### config.mk
export PLATFORM = sky130hd
export DESIGN_NAME = apc_config_regs
export DESIGN_NICKNAME = d
export VERILOG_FILES = /design/src/hw/apc_pkg.sv /design/src/hw/apc_i2c_slave.sv /design/src/hw/apc_config_regs.sv
export SDC_FILE = /design/constraint.sdc
export NUM_CORES = 1
export LEC_CHECK = 0
export BUFFER_PORTS_ARGS = -buffer_cell sky130_fd_sc_hd__buf_2
export CAP_MARGIN = 20
export CORE_MARGIN = 5
export CORE_UTILIZATION = 35
export CTS_BUF_LIST = sky130_fd_sc_hd__clkbuf_2 sky130_fd_sc_hd__clkbuf_4 sky130_fd_sc_hd__clkbuf_8
export CTS_CLUSTER_DIAMETER = 50
export DETAILED_ROUTE_END_ITERATION = 12
export PLACE_DENSITY_LB_ADDON = 0.1
export SYNTH_ARGS = -nofsm -noshare
export SYNTH_HDL_FRONTEND = slang
export SYNTH_HIERARCHICAL = 1
export SYNTH_SLANG_ARGS = --single-unit
### constraint.sdc
create_clock -name clk -period 10.4 [get_ports clk]
set_input_delay 2.08 -clock clk [delete_from_list [all_inputs] [get_ports clk]]
set_output_delay 2.08 -clock clk [all_outputs]
set_load 0.02 [all_outputs]
### src/hw/apc_pkg.sv
// constants, register map and carriers for the light/emitter configuration block
package apc_pkg;
  // fixed 7-bit bus address of the device
  localparam logic [6:0] I2C_ADDR = 7'h13;
  // register byte addresses
  localparam logic [7:0] ADDR_PART_IDENTITY = 8'h81;
  localparam logic [7:0] ADDR_UNUSED_LOCATION = 8'h82;
  localparam logic [7:0] ADDR_EMITTER_DRIVE_LEVEL = 8'h83;
  localparam logic [7:0] ADDR_LIGHT_MEASURE_PARAMS = 8'h84;
  // identity values, arbitrary neutral codes
  localparam logic [3:0] PART_CODE_VALUE = 4'hA;
  localparam logic [3:0] SILICON_STEP_VALUE = 4'h3;
  localparam logic [1:0] CAL_PROGRAM_VALUE = 2'h1;
  // emitter drive level layout: tag in 7:6, setting in 5:0
  localparam int CAL_TAG_LSB = 6;
  localparam int DRIVE_W = 6;
  localparam logic [5:0] DRIVE_RESET = 6'h02;
  localparam logic [5:0] DRIVE_MAX = 6'h14;
  localparam logic [7:0] DRIVE_STEP_MA = 8'h0A;
  // light parameter layout
  localparam int CONT_BIT = 7;
  localparam int OFFSET_BIT = 3;
  localparam int AVG_LSB = 0;
  localparam int AVG_W = 3;
  localparam logic CONT_RESET = 1'b0;
  localparam logic OFFSET_RESET = 1'b1;
  localparam logic [2:0] AVG_RESET = 3'h0;
  // accumulator width: 16-bit samples times up to 128
  localparam int ACC_W = 23;
  // register write strobe from the bus slave
  typedef struct packed {
    logic wr;
    logic [7:0] addr;
    logic [7:0] data;
  } apc_wr_t;
  // conversion request towards the light front end
  typedef struct packed {
    logic req;
    logic dark;
  } apc_conv_t;
endpackage : apc_pkg

### src/hw/apc_i2c_slave.sv
// i2c slave with register pointer, write strobe and read data fetch
`timescale 1ns/1ps
module apc_i2c_slave (
  input wire logic clk,
  input wire logic rst_n,
  input wire logic scl_i,
  input wire logic sda_i,
  output logic sda_o,
  output logic sda_oe,
  output apc_pkg::apc_wr_t wr,
  output logic [7:0] rd_addr,
  input wire logic [7:0] rd_data
);
  typedef enum logic [2:0] {
    S_IDLE, S_ADDR, S_ADDR_ACK, S_WRITE, S_WRITE_ACK, S_READ, S_READ_ACK
  } apc_i2c_state_t;

  logic [2:0] scl_s_q; // three-stage synchroniser
  logic [2:0] sda_s_q;
  logic scl_f_q; // filtered levels
  logic sda_f_q;
  logic scl_p_q; // previous filtered levels
  logic sda_p_q;
  apc_i2c_state_t st_q;
  logic [7:0] sh_q; // receive shift register
  logic [7:0] tx_q; // transmit shift register
  logic [3:0] cnt_q; // bits seen in current byte
  logic rw_q; // read transfer
  logic first_q; // next written byte is the pointer
  logic more_q; // master acked a read byte
  logic [7:0] ptr_q; // register pointer
  logic oe_q;
  logic sda_o_q;
  apc_pkg::apc_wr_t wr_q; // registered write strobe, address and data
  logic start_c;
  logic stop_c;
  logic rise_c;
  logic fall_c;

  // synchronise pins; a level counts once stages two and three agree
  always_ff @(posedge clk or negedge rst_n) begin
    if (!rst_n) begin
      scl_s_q <= 3'h7;
      sda_s_q <= 3'h7;
      scl_f_q <= 1'b1;
      sda_f_q <= 1'b1;
      scl_p_q <= 1'b1;
      sda_p_q <= 1'b1;
    end else begin
      scl_s_q <= {scl_s_q[1:0], scl_i};
      sda_s_q <= {sda_s_q[1:0], sda_i};
      if (scl_s_q[1] == scl_s_q[2]) begin
        scl_f_q <= scl_s_q[2];
      end
      if (sda_s_q[1] == sda_s_q[2]) begin
        sda_f_q <= sda_s_q[2];
      end
      scl_p_q <= scl_f_q;
      sda_p_q <= sda_f_q;
    end
  end

  // bus conditions on filtered levels
  assign start_c = scl_f_q & scl_p_q & sda_p_q & ~sda_f_q;
  assign stop_c = scl_f_q & scl_p_q & ~sda_p_q & sda_f_q;
  assign rise_c = scl_f_q & ~scl_p_q;
  assign fall_c = ~scl_f_q & scl_p_q;
  assign rd_addr = ptr_q;

  // protocol state machine
  always_ff @(posedge clk or negedge rst_n) begin
    if (!rst_n) begin
      st_q <= S_IDLE;
      sh_q <= 8'h00;
      tx_q <= 8'h00;
      cnt_q <= 4'h0;
      rw_q <= 1'b0;
      first_q <= 1'b1;
      more_q <= 1'b0;
      ptr_q <= 8'h00;
      oe_q <= 1'b0;
      wr_q <= '0;
    end else begin
      wr_q.wr <= 1'b0;
      if (start_c) begin
        // start or repeated start
        st_q <= S_ADDR;
        cnt_q <= 4'h0;
        first_q <= 1'b1;
        oe_q <= 1'b0;
      end else if (stop_c) begin
        st_q <= S_IDLE;
        oe_q <= 1'b0;
      end else begin
        unique case (st_q)
          S_IDLE: begin
            oe_q <= 1'b0;
          end
          S_ADDR, S_WRITE: begin
            // shift a byte in on rising edges
            if (rise_c && cnt_q != 4'h8) begin
              sh_q <= {sh_q[6:0], sda_f_q};
              cnt_q <= cnt_q + 4'h1;
            end
            if (fall_c && cnt_q == 4'h8) begin
              cnt_q <= 4'h0;
              if (st_q == S_ADDR) begin
                // ack only our own address
                if (sh_q[7:1] == apc_pkg::I2C_ADDR) begin
                  oe_q <= 1'b1;
                  rw_q <= sh_q[0];
                  st_q <= S_ADDR_ACK;
                end else begin
                  st_q <= S_IDLE;
                end
              end else begin
                oe_q <= 1'b1;
                st_q <= S_WRITE_ACK;
                if (first_q) begin
                  ptr_q <= sh_q;
                  first_q <= 1'b0;
                end else begin
                  wr_q.wr <= 1'b1;
                  wr_q.addr <= ptr_q;
                  wr_q.data <= sh_q;
                  ptr_q <= ptr_q + 8'h01;
                end
              end
            end
          end
          S_ADDR_ACK: begin
            if (fall_c) begin
              if (rw_q) begin
                // first read bit goes out at once
                tx_q <= rd_data;
                oe_q <= ~rd_data[7];
                st_q <= S_READ;
              end else begin
                oe_q <= 1'b0;
                st_q <= S_WRITE;
              end
            end
          end
          S_WRITE_ACK: begin
            if (fall_c) begin
              oe_q <= 1'b0;
              st_q <= S_WRITE;
            end
          end
          S_READ: begin
            if (rise_c) begin
              cnt_q <= cnt_q + 4'h1;
            end
            if (fall_c) begin
              if (cnt_q == 4'h8) begin
                // byte sent: release for master ack
                cnt_q <= 4'h0;
                oe_q <= 1'b0;
                ptr_q <= ptr_q + 8'h01;
                st_q <= S_READ_ACK;
              end else begin
                tx_q <= {tx_q[6:0], 1'b0};
                oe_q <= ~tx_q[6];
              end
            end
          end
          S_READ_ACK: begin
            if (rise_c) begin
              more_q <= ~sda_f_q;
            end
            if (fall_c) begin
              if (more_q) begin
                tx_q <= rd_data;
                oe_q <= ~rd_data[7];
                st_q <= S_READ;
              end else begin
                st_q <= S_IDLE;
              end
            end
          end
        endcase
      end
    end
  end

  // data line only ever pulls low
  always_ff @(posedge clk or negedge rst_n) begin
    if (!rst_n) begin
      sda_o_q <= 1'b0;
    end else begin
      sda_o_q <= 1'b0;
    end
  end

  assign sda_o = sda_o_q;
  assign sda_oe = oe_q;
  assign wr = wr_q;
endmodule : apc_i2c_slave

### src/hw/apc_config_regs.sv
// identity, emitter drive and ambient light parameter registers with averaging engine
// Functional notes
// - identity register at 81h: part code, step
// - location 82h has no function
// - 83h sets emitter current for proximity only
// - drive setting times 10 mA, zero off
// - setting range 0..20, resets to 2
// - settings above 20 saturate at 200 mA
// - read-only calibration tag, writes ignored
// - 84h bit 7 continuous mode, default off
// - bit 3 offset compensation, default on
// - measure offset, subtract before storing result
// - bits 2:0 select 2^n averaged conversions
// - one-shot start runs full averaged sequence
`timescale 1ns/1ps
module apc_config_regs (
  input wire logic clk,
  input wire logic rst_n,
  input wire logic scl_i,
  input wire logic sda_i,
  output logic sda_o,
  output logic sda_oe,
  input wire logic light_oneshot_start,
  input wire logic prox_active,
  output apc_pkg::apc_conv_t conv,
  input wire logic conv_done,
  input wire logic [15:0] conv_data,
  output logic [15:0] light_result,
  output logic light_result_valid,
  output logic [4:0] emitter_drive_applied,
  output logic [7:0] emitter_current_ma
);
  typedef enum logic [2:0] {
    E_IDLE, E_OFS_REQ, E_OFS_WAIT, E_SIG_REQ, E_SIG_WAIT, E_DONE
  } apc_eng_state_t;

  apc_pkg::apc_wr_t wr; // write strobe from bus slave
  logic [7:0] rd_addr; // read pointer from bus slave
  logic [7:0] rd_data; // read data for bus slave
  logic [5:0] emitter_drive_setting_q; // writable drive field
  logic cont_q; // continuous conversion enable
  logic offset_en_q; // offset compensation enable
  logic [2:0] avg_q; // averaging exponent
  logic [5:0] sat_c; // saturated drive code
  apc_eng_state_t est_q;
  logic [2:0] run_avg_q; // exponent latched for this run
  logic run_ofs_q; // offset enable latched for this run
  logic [7:0] left_q; // conversions left in run
  logic [15:0] ofs_q; // last measured offset
  logic [apc_pkg::ACC_W-1:0] acc_q; // running sum
  logic [15:0] diff_c; // compensated sample
  logic [apc_pkg::ACC_W-1:0] avg_c; // averaged sum
  apc_pkg::apc_conv_t conv_q;
  logic [15:0] result_q;
  logic valid_q;
  logic [4:0] applied_q;
  logic [7:0] ma_q;

  // bus slave
  apc_i2c_slave u_slave (
    .clk(clk),
    .rst_n(rst_n),
    .scl_i(scl_i),
    .sda_i(sda_i),
    .sda_o(sda_o),
    .sda_oe(sda_oe),
    .wr(wr),
    .rd_addr(rd_addr),
    .rd_data(rd_data)
  );

  // emitter drive setting register
  always_ff @(posedge clk or negedge rst_n) begin
    if (!rst_n) begin
      emitter_drive_setting_q <= apc_pkg::DRIVE_RESET;
    end else if (wr.wr && wr.addr == apc_pkg::ADDR_EMITTER_DRIVE_LEVEL) begin
      // only the low field is stored; tag bits are dropped
      emitter_drive_setting_q <= wr.data[apc_pkg::DRIVE_W-1:0];
    end
  end

  // light parameter register; bits 6:4 are not stored
  always_ff @(posedge clk or negedge rst_n) begin
    if (!rst_n) begin
      cont_q <= apc_pkg::CONT_RESET;
      offset_en_q <= apc_pkg::OFFSET_RESET;
      avg_q <= apc_pkg::AVG_RESET;
    end else if (wr.wr && wr.addr == apc_pkg::ADDR_LIGHT_MEASURE_PARAMS) begin
      cont_q <= wr.data[apc_pkg::CONT_BIT];
      offset_en_q <= wr.data[apc_pkg::OFFSET_BIT];
      avg_q <= wr.data[apc_pkg::AVG_LSB +: apc_pkg::AVG_W];
    end
  end

  // read multiplexer; unmapped and unused bits read zero
  always_comb begin
    rd_data = 8'h00;
    unique case (rd_addr)
      apc_pkg::ADDR_PART_IDENTITY: begin
        rd_data = {apc_pkg::PART_CODE_VALUE, apc_pkg::SILICON_STEP_VALUE};
      end
      apc_pkg::ADDR_UNUSED_LOCATION: begin
        rd_data = 8'h00;
      end
      apc_pkg::ADDR_EMITTER_DRIVE_LEVEL: begin
        rd_data = {apc_pkg::CAL_PROGRAM_VALUE, emitter_drive_setting_q};
      end
      apc_pkg::ADDR_LIGHT_MEASURE_PARAMS: begin
        rd_data = {cont_q, 3'h0, offset_en_q, avg_q};
      end
      default: begin
        rd_data = 8'h00;
      end
    endcase
  end

  // clamp setting to the top of the valid range
  assign sat_c = (emitter_drive_setting_q > apc_pkg::DRIVE_MAX) ?
                 apc_pkg::DRIVE_MAX : emitter_drive_setting_q;

  // applied emitter current, live only during proximity
  always_ff @(posedge clk or negedge rst_n) begin
    if (!rst_n) begin
      applied_q <= 5'h00;
      ma_q <= 8'h00;
    end else if (prox_active) begin
      applied_q <= sat_c[4:0];
      ma_q <= 8'(sat_c * apc_pkg::DRIVE_STEP_MA);
    end else begin
      applied_q <= 5'h00;
      ma_q <= 8'h00;
    end
  end

  // compensated sample clamps at zero
  assign diff_c = (conv_data > ofs_q) ? (conv_data - ofs_q) : 16'h0000;
  // sum divided by number of conversions
  assign avg_c = acc_q >> run_avg_q;

  // averaging and offset engine
  always_ff @(posedge clk or negedge rst_n) begin
    if (!rst_n) begin
      est_q <= E_IDLE;
      run_avg_q <= 3'h0;
      run_ofs_q <= 1'b0;
      left_q <= 8'h00;
      ofs_q <= 16'h0000;
      acc_q <= '0;
      conv_q <= '0;
    end else begin
      conv_q.req <= 1'b0;
      unique case (est_q)
        E_IDLE: begin
          // a one-shot or continuous mode launches a run
          if (light_oneshot_start || cont_q) begin
            run_avg_q <= avg_q;
            run_ofs_q <= offset_en_q;
            left_q <= 8'(9'h001 << avg_q);
            acc_q <= '0;
            ofs_q <= 16'h0000;
            est_q <= offset_en_q ? E_OFS_REQ : E_SIG_REQ;
          end
        end
        E_OFS_REQ: begin
          // dark conversion before each light conversion
          conv_q.req <= 1'b1;
          conv_q.dark <= 1'b1;
          est_q <= E_OFS_WAIT;
        end
        E_OFS_WAIT: begin
          if (conv_done) begin
            ofs_q <= conv_data;
            est_q <= E_SIG_REQ;
          end
        end
        E_SIG_REQ: begin
          conv_q.req <= 1'b1;
          conv_q.dark <= 1'b0;
          est_q <= E_SIG_WAIT;
        end
        E_SIG_WAIT: begin
          if (conv_done) begin
            acc_q <= acc_q + apc_pkg::ACC_W'(diff_c);
            left_q <= left_q - 8'h01;
            if (left_q == 8'h01) begin
              est_q <= E_DONE;
            end else begin
              est_q <= run_ofs_q ? E_OFS_REQ : E_SIG_REQ;
            end
          end
        end
        E_DONE: begin
          est_q <= E_IDLE;
        end
        default: begin
          est_q <= E_IDLE;
        end
      endcase
    end
  end

  // only the averaged value reaches the result
  always_ff @(posedge clk or negedge rst_n) begin
    if (!rst_n) begin
      result_q <= 16'h0000;
      valid_q <= 1'b0;
    end else begin
      valid_q <= (est_q == E_DONE);
      if (est_q == E_DONE) begin
        result_q <= avg_c[15:0];
      end
    end
  end

  assign conv = conv_q;
  assign light_result = result_q;
  assign light_result_valid = valid_q;
  assign emitter_drive_applied = applied_q;
  assign emitter_current_ma = ma_q;
endmodule : apc_config_regs

==> results.yml, run 1 <==
status:
  outcome: "complete, no violations"
timing:
  rsz0062_at_grt: "no"
  drv_slew: 0
  period_needed_ns: 5.882
  hold_violations: 0
  setup_tns_ns: 0
  worstMarginPinSlew_ns: 1.145
  fin_worst_skew_ns: 0.02195
  holdWs_ns: 0.3615
  clock.fmax_mhz: 170.0
  fin_crit_sh_pct: 56.56
  max_slew_margin_pct: 23.35
  setup_viol: 0
synth:
  yosysWarnings: 6
  syn_inst: 1027
  syn_nets: 1096
  syn_avg_cell_area_sq_um: 9.358
  netlist_area_sq_um: 9610
cts:
  postCtsSetupBuffers: 0
  htree_levels: 4
  root_buffer: "clkbuf_8"
  cts_buffers: 17
  clk_latency_ns: 0.46
  cts.clk_slew.worst_paths_ns: 0.09
  cts_buffer_depth: 2
  cts_resized: 0
  tritoncts: "yes"
  postCtsHoldBufs: 0
  clock_sinks: 154
die:
  die_w_um: 175.7
  initial_core_util_pct: 35.56
  ios: 57
  die-area_sq_um: 30870
  std_cell_rows: 60
  die_h_um: 175.7
  coreArea_sq_um: 27030
global_route:
  overflow: 0
  grtUsageTotal_pct: 15.58
  antenna_found_initial: 1
  grt_start_max_net_pins: 75
  grt_pass1_vias: 7310
  grt_pass1_wl_um: 39460
critical_path:
  path_class: "primary input to flip-flop"
  r2r_slack_ns: 5.88
  critPathArrivalTime_ns: 6.25
  r2r-start: "ofs_q[0]$_DFFE_PN0P_"
  crit_required_ns: 10.77
  crit_path_end_kind: "flip-flop"
  timing.rr.end: "acc_q[17]$_DFFE_PN0P_"
  worst-r2r-cell-count: 15
  crit_path_start_kind: "primary input"
  crit_fanout: 14
detailed_routing:
  wl_per_cell_um: 16.86
  drc_errors: 0
  dr.pass1.iters: 4
  wl_um: 23650
  avgViaCountPerCell: 5.407
  ant_nets: 0
  vias: 7586
  drt-initial-drc-count: 445
hold_path:
  hold_depth: 0
  min_from: "u_slave/sda_s_q[0]$_DFF_PN1_"
  holdCritPathClass: "flip-flop to flip-flop"
  hold_end: "u_slave/sda_s_q[1]$_DFF_PN1_"
layout:
  final_layout_size_suffix_gt1_share_pct: 14.88
  area_growth_pct: 9.179
  nNetsFinal: 1119
  fillCellCount: 2743
  antennaDiodeCount: 0
  stdcell_count: 1403
  post-route-util_pct: 38.82
placed_design:
  place_inst: 1371
  place.gp.congestion: 0.8344
  io_buffers: 54
  hpwl_um: 17180
pwr:
  powerDensity_nw_per_um2: 224.7
  p_leak_nw: 4.713
  p_total_w: 0.002358
  ir_drop_mv: 0.08626
run:
  cap_violations: 0
## final cells by class
class                           instances  area, sq um  area share [%]
Tap cell                              341        426.7           4.066
Sequential cell                       154         3870           36.88
Inverter                               37        138.9           1.324
Clock inverter                         13        138.9           1.324
Multi-Input combinational cell        778         5323           50.73
Timing Repair Buffer                   62        354.1           3.375
Clock buffer                           18        241.5           2.301
## metrics by stage
step / setup slack, ns / cell area [sq um]
global placement: 4.280 / 10090
global route: 4.268 / 10490
finish: 4.518 / 10490
floorplan: 4.980 / 9610
CTS: 4.615 / 10470
detailed placement: 4.129 / 10090
## how the worst max path moves through the flow
| stage | from | endpoint | slack, ns | depth (start not counted) |
|---|---|---|---|---|
| after floorplan | conv_data[0] | acc_q[17]$_DFFE_PN0P_ | 4.98 | 17 |
| after global placement | conv_data[0] | acc_q[17]$_DFFE_PN0P_ | 4.28 | 17 |
| after detailed placement | conv_data[0] | acc_q[17]$_DFFE_PN0P_ | 4.13 | 17 |
| after CTS | conv_data[0] | acc_q[17]$_DFFE_PN0P_ | 4.61 | 17 |
| after global routing | conv_data[0] | acc_q[17]$_DFFE_PN0P_ | 4.27 | 17 |
| final | conv_data[0] | acc_q[17]$_DFFE_PN0P_ | 4.52 | 17 |
## power breakdown
group,internal (W),leakage [nW],switching [W]
clock network,0.000197,0.188,0.000256
registers,0.000722,2.04,0.000137
logic,0.000397,2.48,0.000648
total,0.00132,4.71,0.00104
## layer usage
metal / GRT usage (%) / wire [um] / vias up
li1: - / - / 3757
met1: 24.30 / 12660 / 3675
met2: 22.27 / 9890 / 135
met3: 2.820 / 836 / 17
met4: 3.574 / 247 / 2
met5: 0 / 11 / -
## flip-flops by register name (all words and copies together) (netlist names), 6 cells and up
| register | count |
|---|---|
| emitter_drive_setting_q | 6 |
| u_slave/wr | 16 |
| ofs_q | 16 |
| acc_q | 23 |
| left_q | 8 |
| u_slave/rd_addr | 8 |
| u_slave/sh_q | 8 |
| light_result | 16 |
| u_slave/tx_q | 7 |
## critical path: stages
cell and delay, ns:
buf_2 0.09, inv_1 0.04, ha_1 0.21, fa_1 0.40, nand2b_1 0.18, a211o_1 0.31, a31o_2 0.28, nand2_1 0.08
nand2_1 0.26, a211oi_1 0.44, ha_1 0.34, a21oi_1 0.25, o31ai_1 0.22, a31oi_1 0.34, nand2_1 0.23, a41oi_1 0.32
mux2i_1 0.20
## cell usage in the layout (no fill, tap or decap), types with 30 or more instances in the layout
master and n:
o21ai_0 82, mux2_2 30, nor2_1 66, dfrtp_1 141, buf_2 53, mux2i_1 59
nand3_1 36, ha_1 43, nand2_1 115, inv_1 37, a21oi_1 67
Note: power is estimated with default switching activity, not from simulation.
==> inputs of run 2 (changes only) <==
clock period = 5.2 ns   (was 10.4 ns; I/O delays follow)
==> run 2 against run 1 <==
- sequential power up 100%
- die area unchanged
- wire length fell by 0.22%
- core utilization hardly changed
- combinational power rose by 100%
- worst setup slack got worse by 3.9 ns
- cell count is 0.14% higher
- critical endpoint unchanged
- cell area about the same
- critical path depth fell by 2
- flip-flop and latch count is the same
==> results.yml, run 2 (synthesis gave the netlist of run 1 again) <==
global_route:
  gr-usage-met2_pct: 22.14
  grt_pass1_wl_um: 39150
  grtUsageMet3_pct: 2.820
  antenna_found_initial: 2
  grtUsageTotal_pct: 15.53
  met1_usage_pct: 24.39
  grt_busiest_layer: "met1"
  grt_pass1_vias: 7137
  overflow: 0
  grt_start_max_net_pins: 87
die:
  initial_core_util_pct: 35.56
  die_h_um: 175.7
  ios: 57
  std_cell_rows: 60
  die-area_sq_um: 30870
  die_w_um: 175.7
  coreArea_sq_um: 27030
cts:
  cts_resized: 0
  cts_buffers: 17
  postCtsSetupBuffers: 0
  root_buffer: "clkbuf_8"
  htree_levels: 4
  clock_sinks: 154
  postCtsHoldBufs: 0
  tritoncts: "yes"
  clk_latency_ns: 0.45
  cts_buffer_depth: 2
  cts.clk_slew.worst_paths_ns: 0.08
placed_design:
  io_buffers: 54
  hpwl_um: 17130
  place.gp.congestion: 0.8634
  place_inst: 1372
detailed_routing:
  wl_um: 23600
  vias: 7485
  avgViaCountPerCell: 5.327
  ant_nets: 0
  wl_per_cell_um: 16.79
  drt-initial-drc-count: 474
  dr.pass1.iters: 5
  drc_errors: 0
run:
  cap_violations: 0
critical_path:
  crit_fanout: 8
  crit_path_end_kind: "flip-flop"
  critPathArrivalTime_ns: 4.89
  crit_required_ns: 5.52
  crit_path_start_kind: "primary input"
  path_class: "primary input to flip-flop"
  crit_start: "conv_data[11]"
  r2r_slack_ns: 0.95
  r2r-start: "ofs_q[11]$_DFFE_PN0P_"
timing:
  fin_crit_sh_pct: 87.77
  max_slew_margin_pct: 29.92
  worstMarginPinSlew_ns: 1.051
  rsz0062_at_grt: "no"
  drv_slew: 0
  hold_violations: 0
  fin_worst_skew_ns: 0.02264
  holdWs_ns: 0.3607
  setup_tns_ns: 0
  setup_viol: 0
  clock.fmax_mhz: 219.1
  period_needed_ns: 4.564
layout:
  stdcell_count: 1405
  nNetsFinal: 1120
  post-route-util_pct: 38.79
  final_layout_size_suffix_gt1_share_pct: 15.04
  antennaDiodeCount: 0
  mostFrequentLayoutCells: "141 x dfrtp_1, 115 x nand2_1, 82 x o21ai_0"
  largest_reg_flops: 23
  final_common_cell: "dfrtp_1"
  regMostFlops: "acc_q"
  area_growth_pct: 9.075
status:
  outcome: "complete, no violations"
pwr:
  ir_drop_mv: 0.1859
  p_leak_nw: 4.711
  powerDensity_nw_per_um2: 447.3
hold_path:
  min_from: "u_slave/sda_s_q[0]$_DFF_PN1_"
  holdCritPathClass: "flip-flop to flip-flop"
## run 2: cell count changes in the layout (fill, tap and decap cells not counted)
cell and change:
clkbuf_16 -1, inv_6 -2, buf_8 +1, inv_8 -1
clkinv_2 +4, clkinv_8 -1, clkbuf_4 +2, clkinvlp_4 +1
clkinv_4 -2, buf_12 +1
## run 2: final cells by class
cell class,count,area (sq um)
Clock buffer,20,256.5
Clock inverter,12,103.9
Fill cell,2767,16540
Inverter,37,138.9
Multi-Input combinational cell,778,5323
Sequential cell,154,3870
Tap cell,341,426.7
Timing Repair Buffer,63,364.1
## run 2: worst max-delay path, cell delays in order
cell	delay (ns)
buf_2	0.11
ha_1	0.39
a21oi_1	0.23
o21ai_0	0.16
a2111oi_0	0.60
nand2_1	0.15
nand2_1	0.26
a211oi_1	0.11
ha_1	0.35
nand2_1	0.09
o31ai_1	0.61
a31oi_1	0.24
nand2_1	0.20
a41oi_1	0.17
mux2i_1	0.17
## run 2: report_power, final
group | internal, W | switching (W)
logic | 0.000802 | 0.00130
registers | 0.00145 | 0.000284
clock network | 0.000392 | 0.000470
total | 0.00264 | 0.00205
## run 2: path summary, 6_finish.rpt
| check | endpoint | cells after the start |
|---|---|---|
| setup / recovery | acc_q[17]$_DFFE_PN0P_ | 15 |
| hold / removal | u_slave/sda_s_q[1]$_DFF_PN1_ | 0 |
| setup reg to reg | acc_q[17]$_DFFE_PN0P_ | 15 |
| hold reg to reg | u_slave/sda_s_q[1]$_DFF_PN1_ | 0 |
| max in group asynchronous | offset_en_q$_DFFE_PN1P_ | 2 |
| min in group asynchronous | light_result[0]$_DFFE_PN0P_ | 1 |
## run 2: through the flow
step	cell area, sq um	total power (W)	worst slack (ns)
2_1_floorplan	9610	0.003257	0.8196
3_3_place_gp	10110	0.003855	0.3142
3_5_place_dp	10110	0.003848	0.2642
4_1_cts	10470	0.004738	0.7121
5_1_grt	10480	0.005081	0.3515
6_report	10480	0.004689	0.6359
## run 2: metal layers
| metal | wire [um] | vias to the layer above |
|---|---|---|
| met5 | 27 | - |
| met4 | 187 | 4 |
| met1 | 12630 | 3597 |
| met3 | 783 | 17 |
| met2 | 9969 | 105 |
| li1 | - | 3762 |
==> inputs of run 3 (changes only) <==
clock period = 5.85 ns   (was 5.2 ns; I/O delays follow)
==> run 3 against run 2 <==
- worst setup slack better by 0.48 ns
- sequential power down 12%
- count of clock-buffer cells in the layout up 1
- clock skew down 0.0029 ns
- clock power up 11%
- sequential share of layout area down 0.26 points
- register-to-register slack better by 0.62 ns
- critical endpoint unchanged
- die area unchanged
- core utilization up 0.28 points
- non-clock buffer count down 2
- highest routed layer unchanged
- combinational power down 12%
==> results.yml, run 3 (synthesis gave the netlist of run 1 again) <==
status:
  outcome: "complete, no violations"
pwr:
  powerDensity_nw_per_um2: 410.7
  power_frac_clock_pct: 22.1
  p_total_w: 0.004336
  ir_drop_mv: 0.1727
  p_switching_w: 0.001829
  p_seq_share_pct: 35.3
  p_leak_nw: 4.742
  internal_power_w: 0.002507
  p_comb_share_pct: 42.5
  p_sw_share_pct: 42.18
die:
  std_cell_rows: 60
  coreArea_sq_um: 27030
  die_h_um: 175.7
  ios: 57
  die_w_um: 175.7
  die-area_sq_um: 30870
  initial_core_util_pct: 35.56
timing:
  clock.fmax_mhz: 211.1
  hold_violations: 0
  period_needed_ns: 4.737
  setup_viol: 0
  rsz0062_at_grt: "no"
  max_slew_margin_pct: 29.17
  fin_worst_skew_ns: 0.01978
  worstMarginPinSlew_ns: 1.059
  drv_slew: 0
  setup_tns_ns: 0
  fin_crit_sh_pct: 80.97
  holdWs_ns: 0.3599
global_route:
  grtUsageTotal_pct: 15.64
  gr-usage-met2_pct: 22.72
  overflow: 0
  grt_pass1_vias: 7374
  grt_start_max_net_pins: 94
  met1_usage_pct: 24.15
  grt_busiest_layer: "met1"
  antenna_found_initial: 2
  grtUsageMet3_pct: 3.099
  grt_pass1_wl_um: 39770
cts:
  clk_latency_ns: 0.46
  root_buffer: "clkbuf_8"
  postCtsHoldBufs: 0
  cts.clk_slew.worst_paths_ns: 0.09
  cts_buffer_depth: 2
  cts_buffers: 17
  postCtsSetupBuffers: 0
  htree_levels: 4
  clock_sinks: 154
  cts_resized: 0
  tritoncts: "yes"
critical_path:
  crit_path_end_kind: "flip-flop"
  r2r_slack_ns: 1.57
  crit_path_start_kind: "primary input"
  path_class: "primary input to flip-flop"
  critPathArrivalTime_ns: 5.10
  crit_required_ns: 6.22
  crit_fanout: 14
detailed_routing:
  drt-initial-drc-count: 484
  ant_nets: 0
  vias: 7536
  wl_per_cell_um: 16.91
  avgViaCountPerCell: 5.371
  wl_um: 23730
  dr.pass1.iters: 5
  drc_errors: 0
layout:
  antennaDiodeCount: 0
  final_common_cell: "dfrtp_1"
  post-route-util_pct: 39.06
  nNetsFinal: 1118
  final_cell_area_sq_um: 10560
  regMostFlops: "acc_q"
  largest_reg_flops: 23
  area_growth_pct: 9.855
  final_layout_size_suffix_gt1_share_pct: 14.88
  mostFrequentLayoutCells: "141 x dfrtp_1, 115 x nand2_1, 82 x o21ai_0"
placed_design:
  dpl_cell_area_sq_um: 10090
  hpwl_um: 17340
  place.gp.congestion: 0.8615
  io_buffers: 54
hold_path:
  holdCritPathClass: "flip-flop to flip-flop"
run:
  cap_violations: 0
-- run 3: worst paths after layout --
kind,startpoint,end,cells past startpoint
worst max-delay path,conv_data[0],acc_q[17]$_DFFE_PN0P_,17
worst min-delay path,u_slave/sda_s_q[0]$_DFF_PN1_,u_slave/sda_s_q[1]$_DFF_PN1_,0
worst max register to register,ofs_q[0]$_DFFE_PN0P_,acc_q[17]$_DFFE_PN0P_,15
worst min register to register,u_slave/sda_s_q[0]$_DFF_PN1_,u_slave/sda_s_q[1]$_DFF_PN1_,0
max in group asynchronous,rst_n,ofs_q[3]$_DFFE_PN0P_,2
min in group asynchronous,rst_n,light_result[5]$_DFFE_PN0P_,1
-- run 3: cell type report --
cell class	count	area (sq um)
Timing Repair Buffer	61	329.1
Inverter	37	138.9
Clock inverter	11	181.4
Tap cell	341	426.7
Clock buffer	21	289.0
Multi-Input combinational cell	778	5323
Fill cell	2789	16470
Sequential cell	154	3870
-- run 3: metal layers --
layer,wire length (um),vias to the layer above
met5,27,-
met4,190,4
met3,885,15
met2,10120,130
met1,12510,3637
li1,-,3750
-- run 3: worst max-delay path: stages --
cell	delay, ns
buf_2	0.09
inv_1	0.04
ha_1	0.21
fa_1	0.40
nand2b_1	0.18
a211o_1	0.29
a31o_2	0.27
nand2_1	0.07
nand2_1	0.25
a211oi_1	0.37
ha_1	0.32
a21oi_1	0.24
o31ai_1	0.20
a31oi_1	0.29
nand2_1	0.18
a41oi_1	0.30
mux2i_1	0.21
-- run 3: per-stage QoR --
stage	setup WS, ns	cells
after global placement	0.7973	1371
final	1.113	1403
after floorplan	1.340	1027
after detailed placement	0.6626	1371
after CTS	1.134	1403
after global routing	0.7678	1403
-- run 3: power by group through the flow --
stage                     Clock [W]  Combinational (W)  Sequential, W
final                      0.000960            0.00184        0.00153
after global routing        0.00104            0.00209        0.00158
after CTS                  0.000999            0.00186        0.00154
after detailed placement          0            0.00186        0.00156
after global placement            0            0.00186        0.00155
after floorplan                   0            0.00137        0.00152
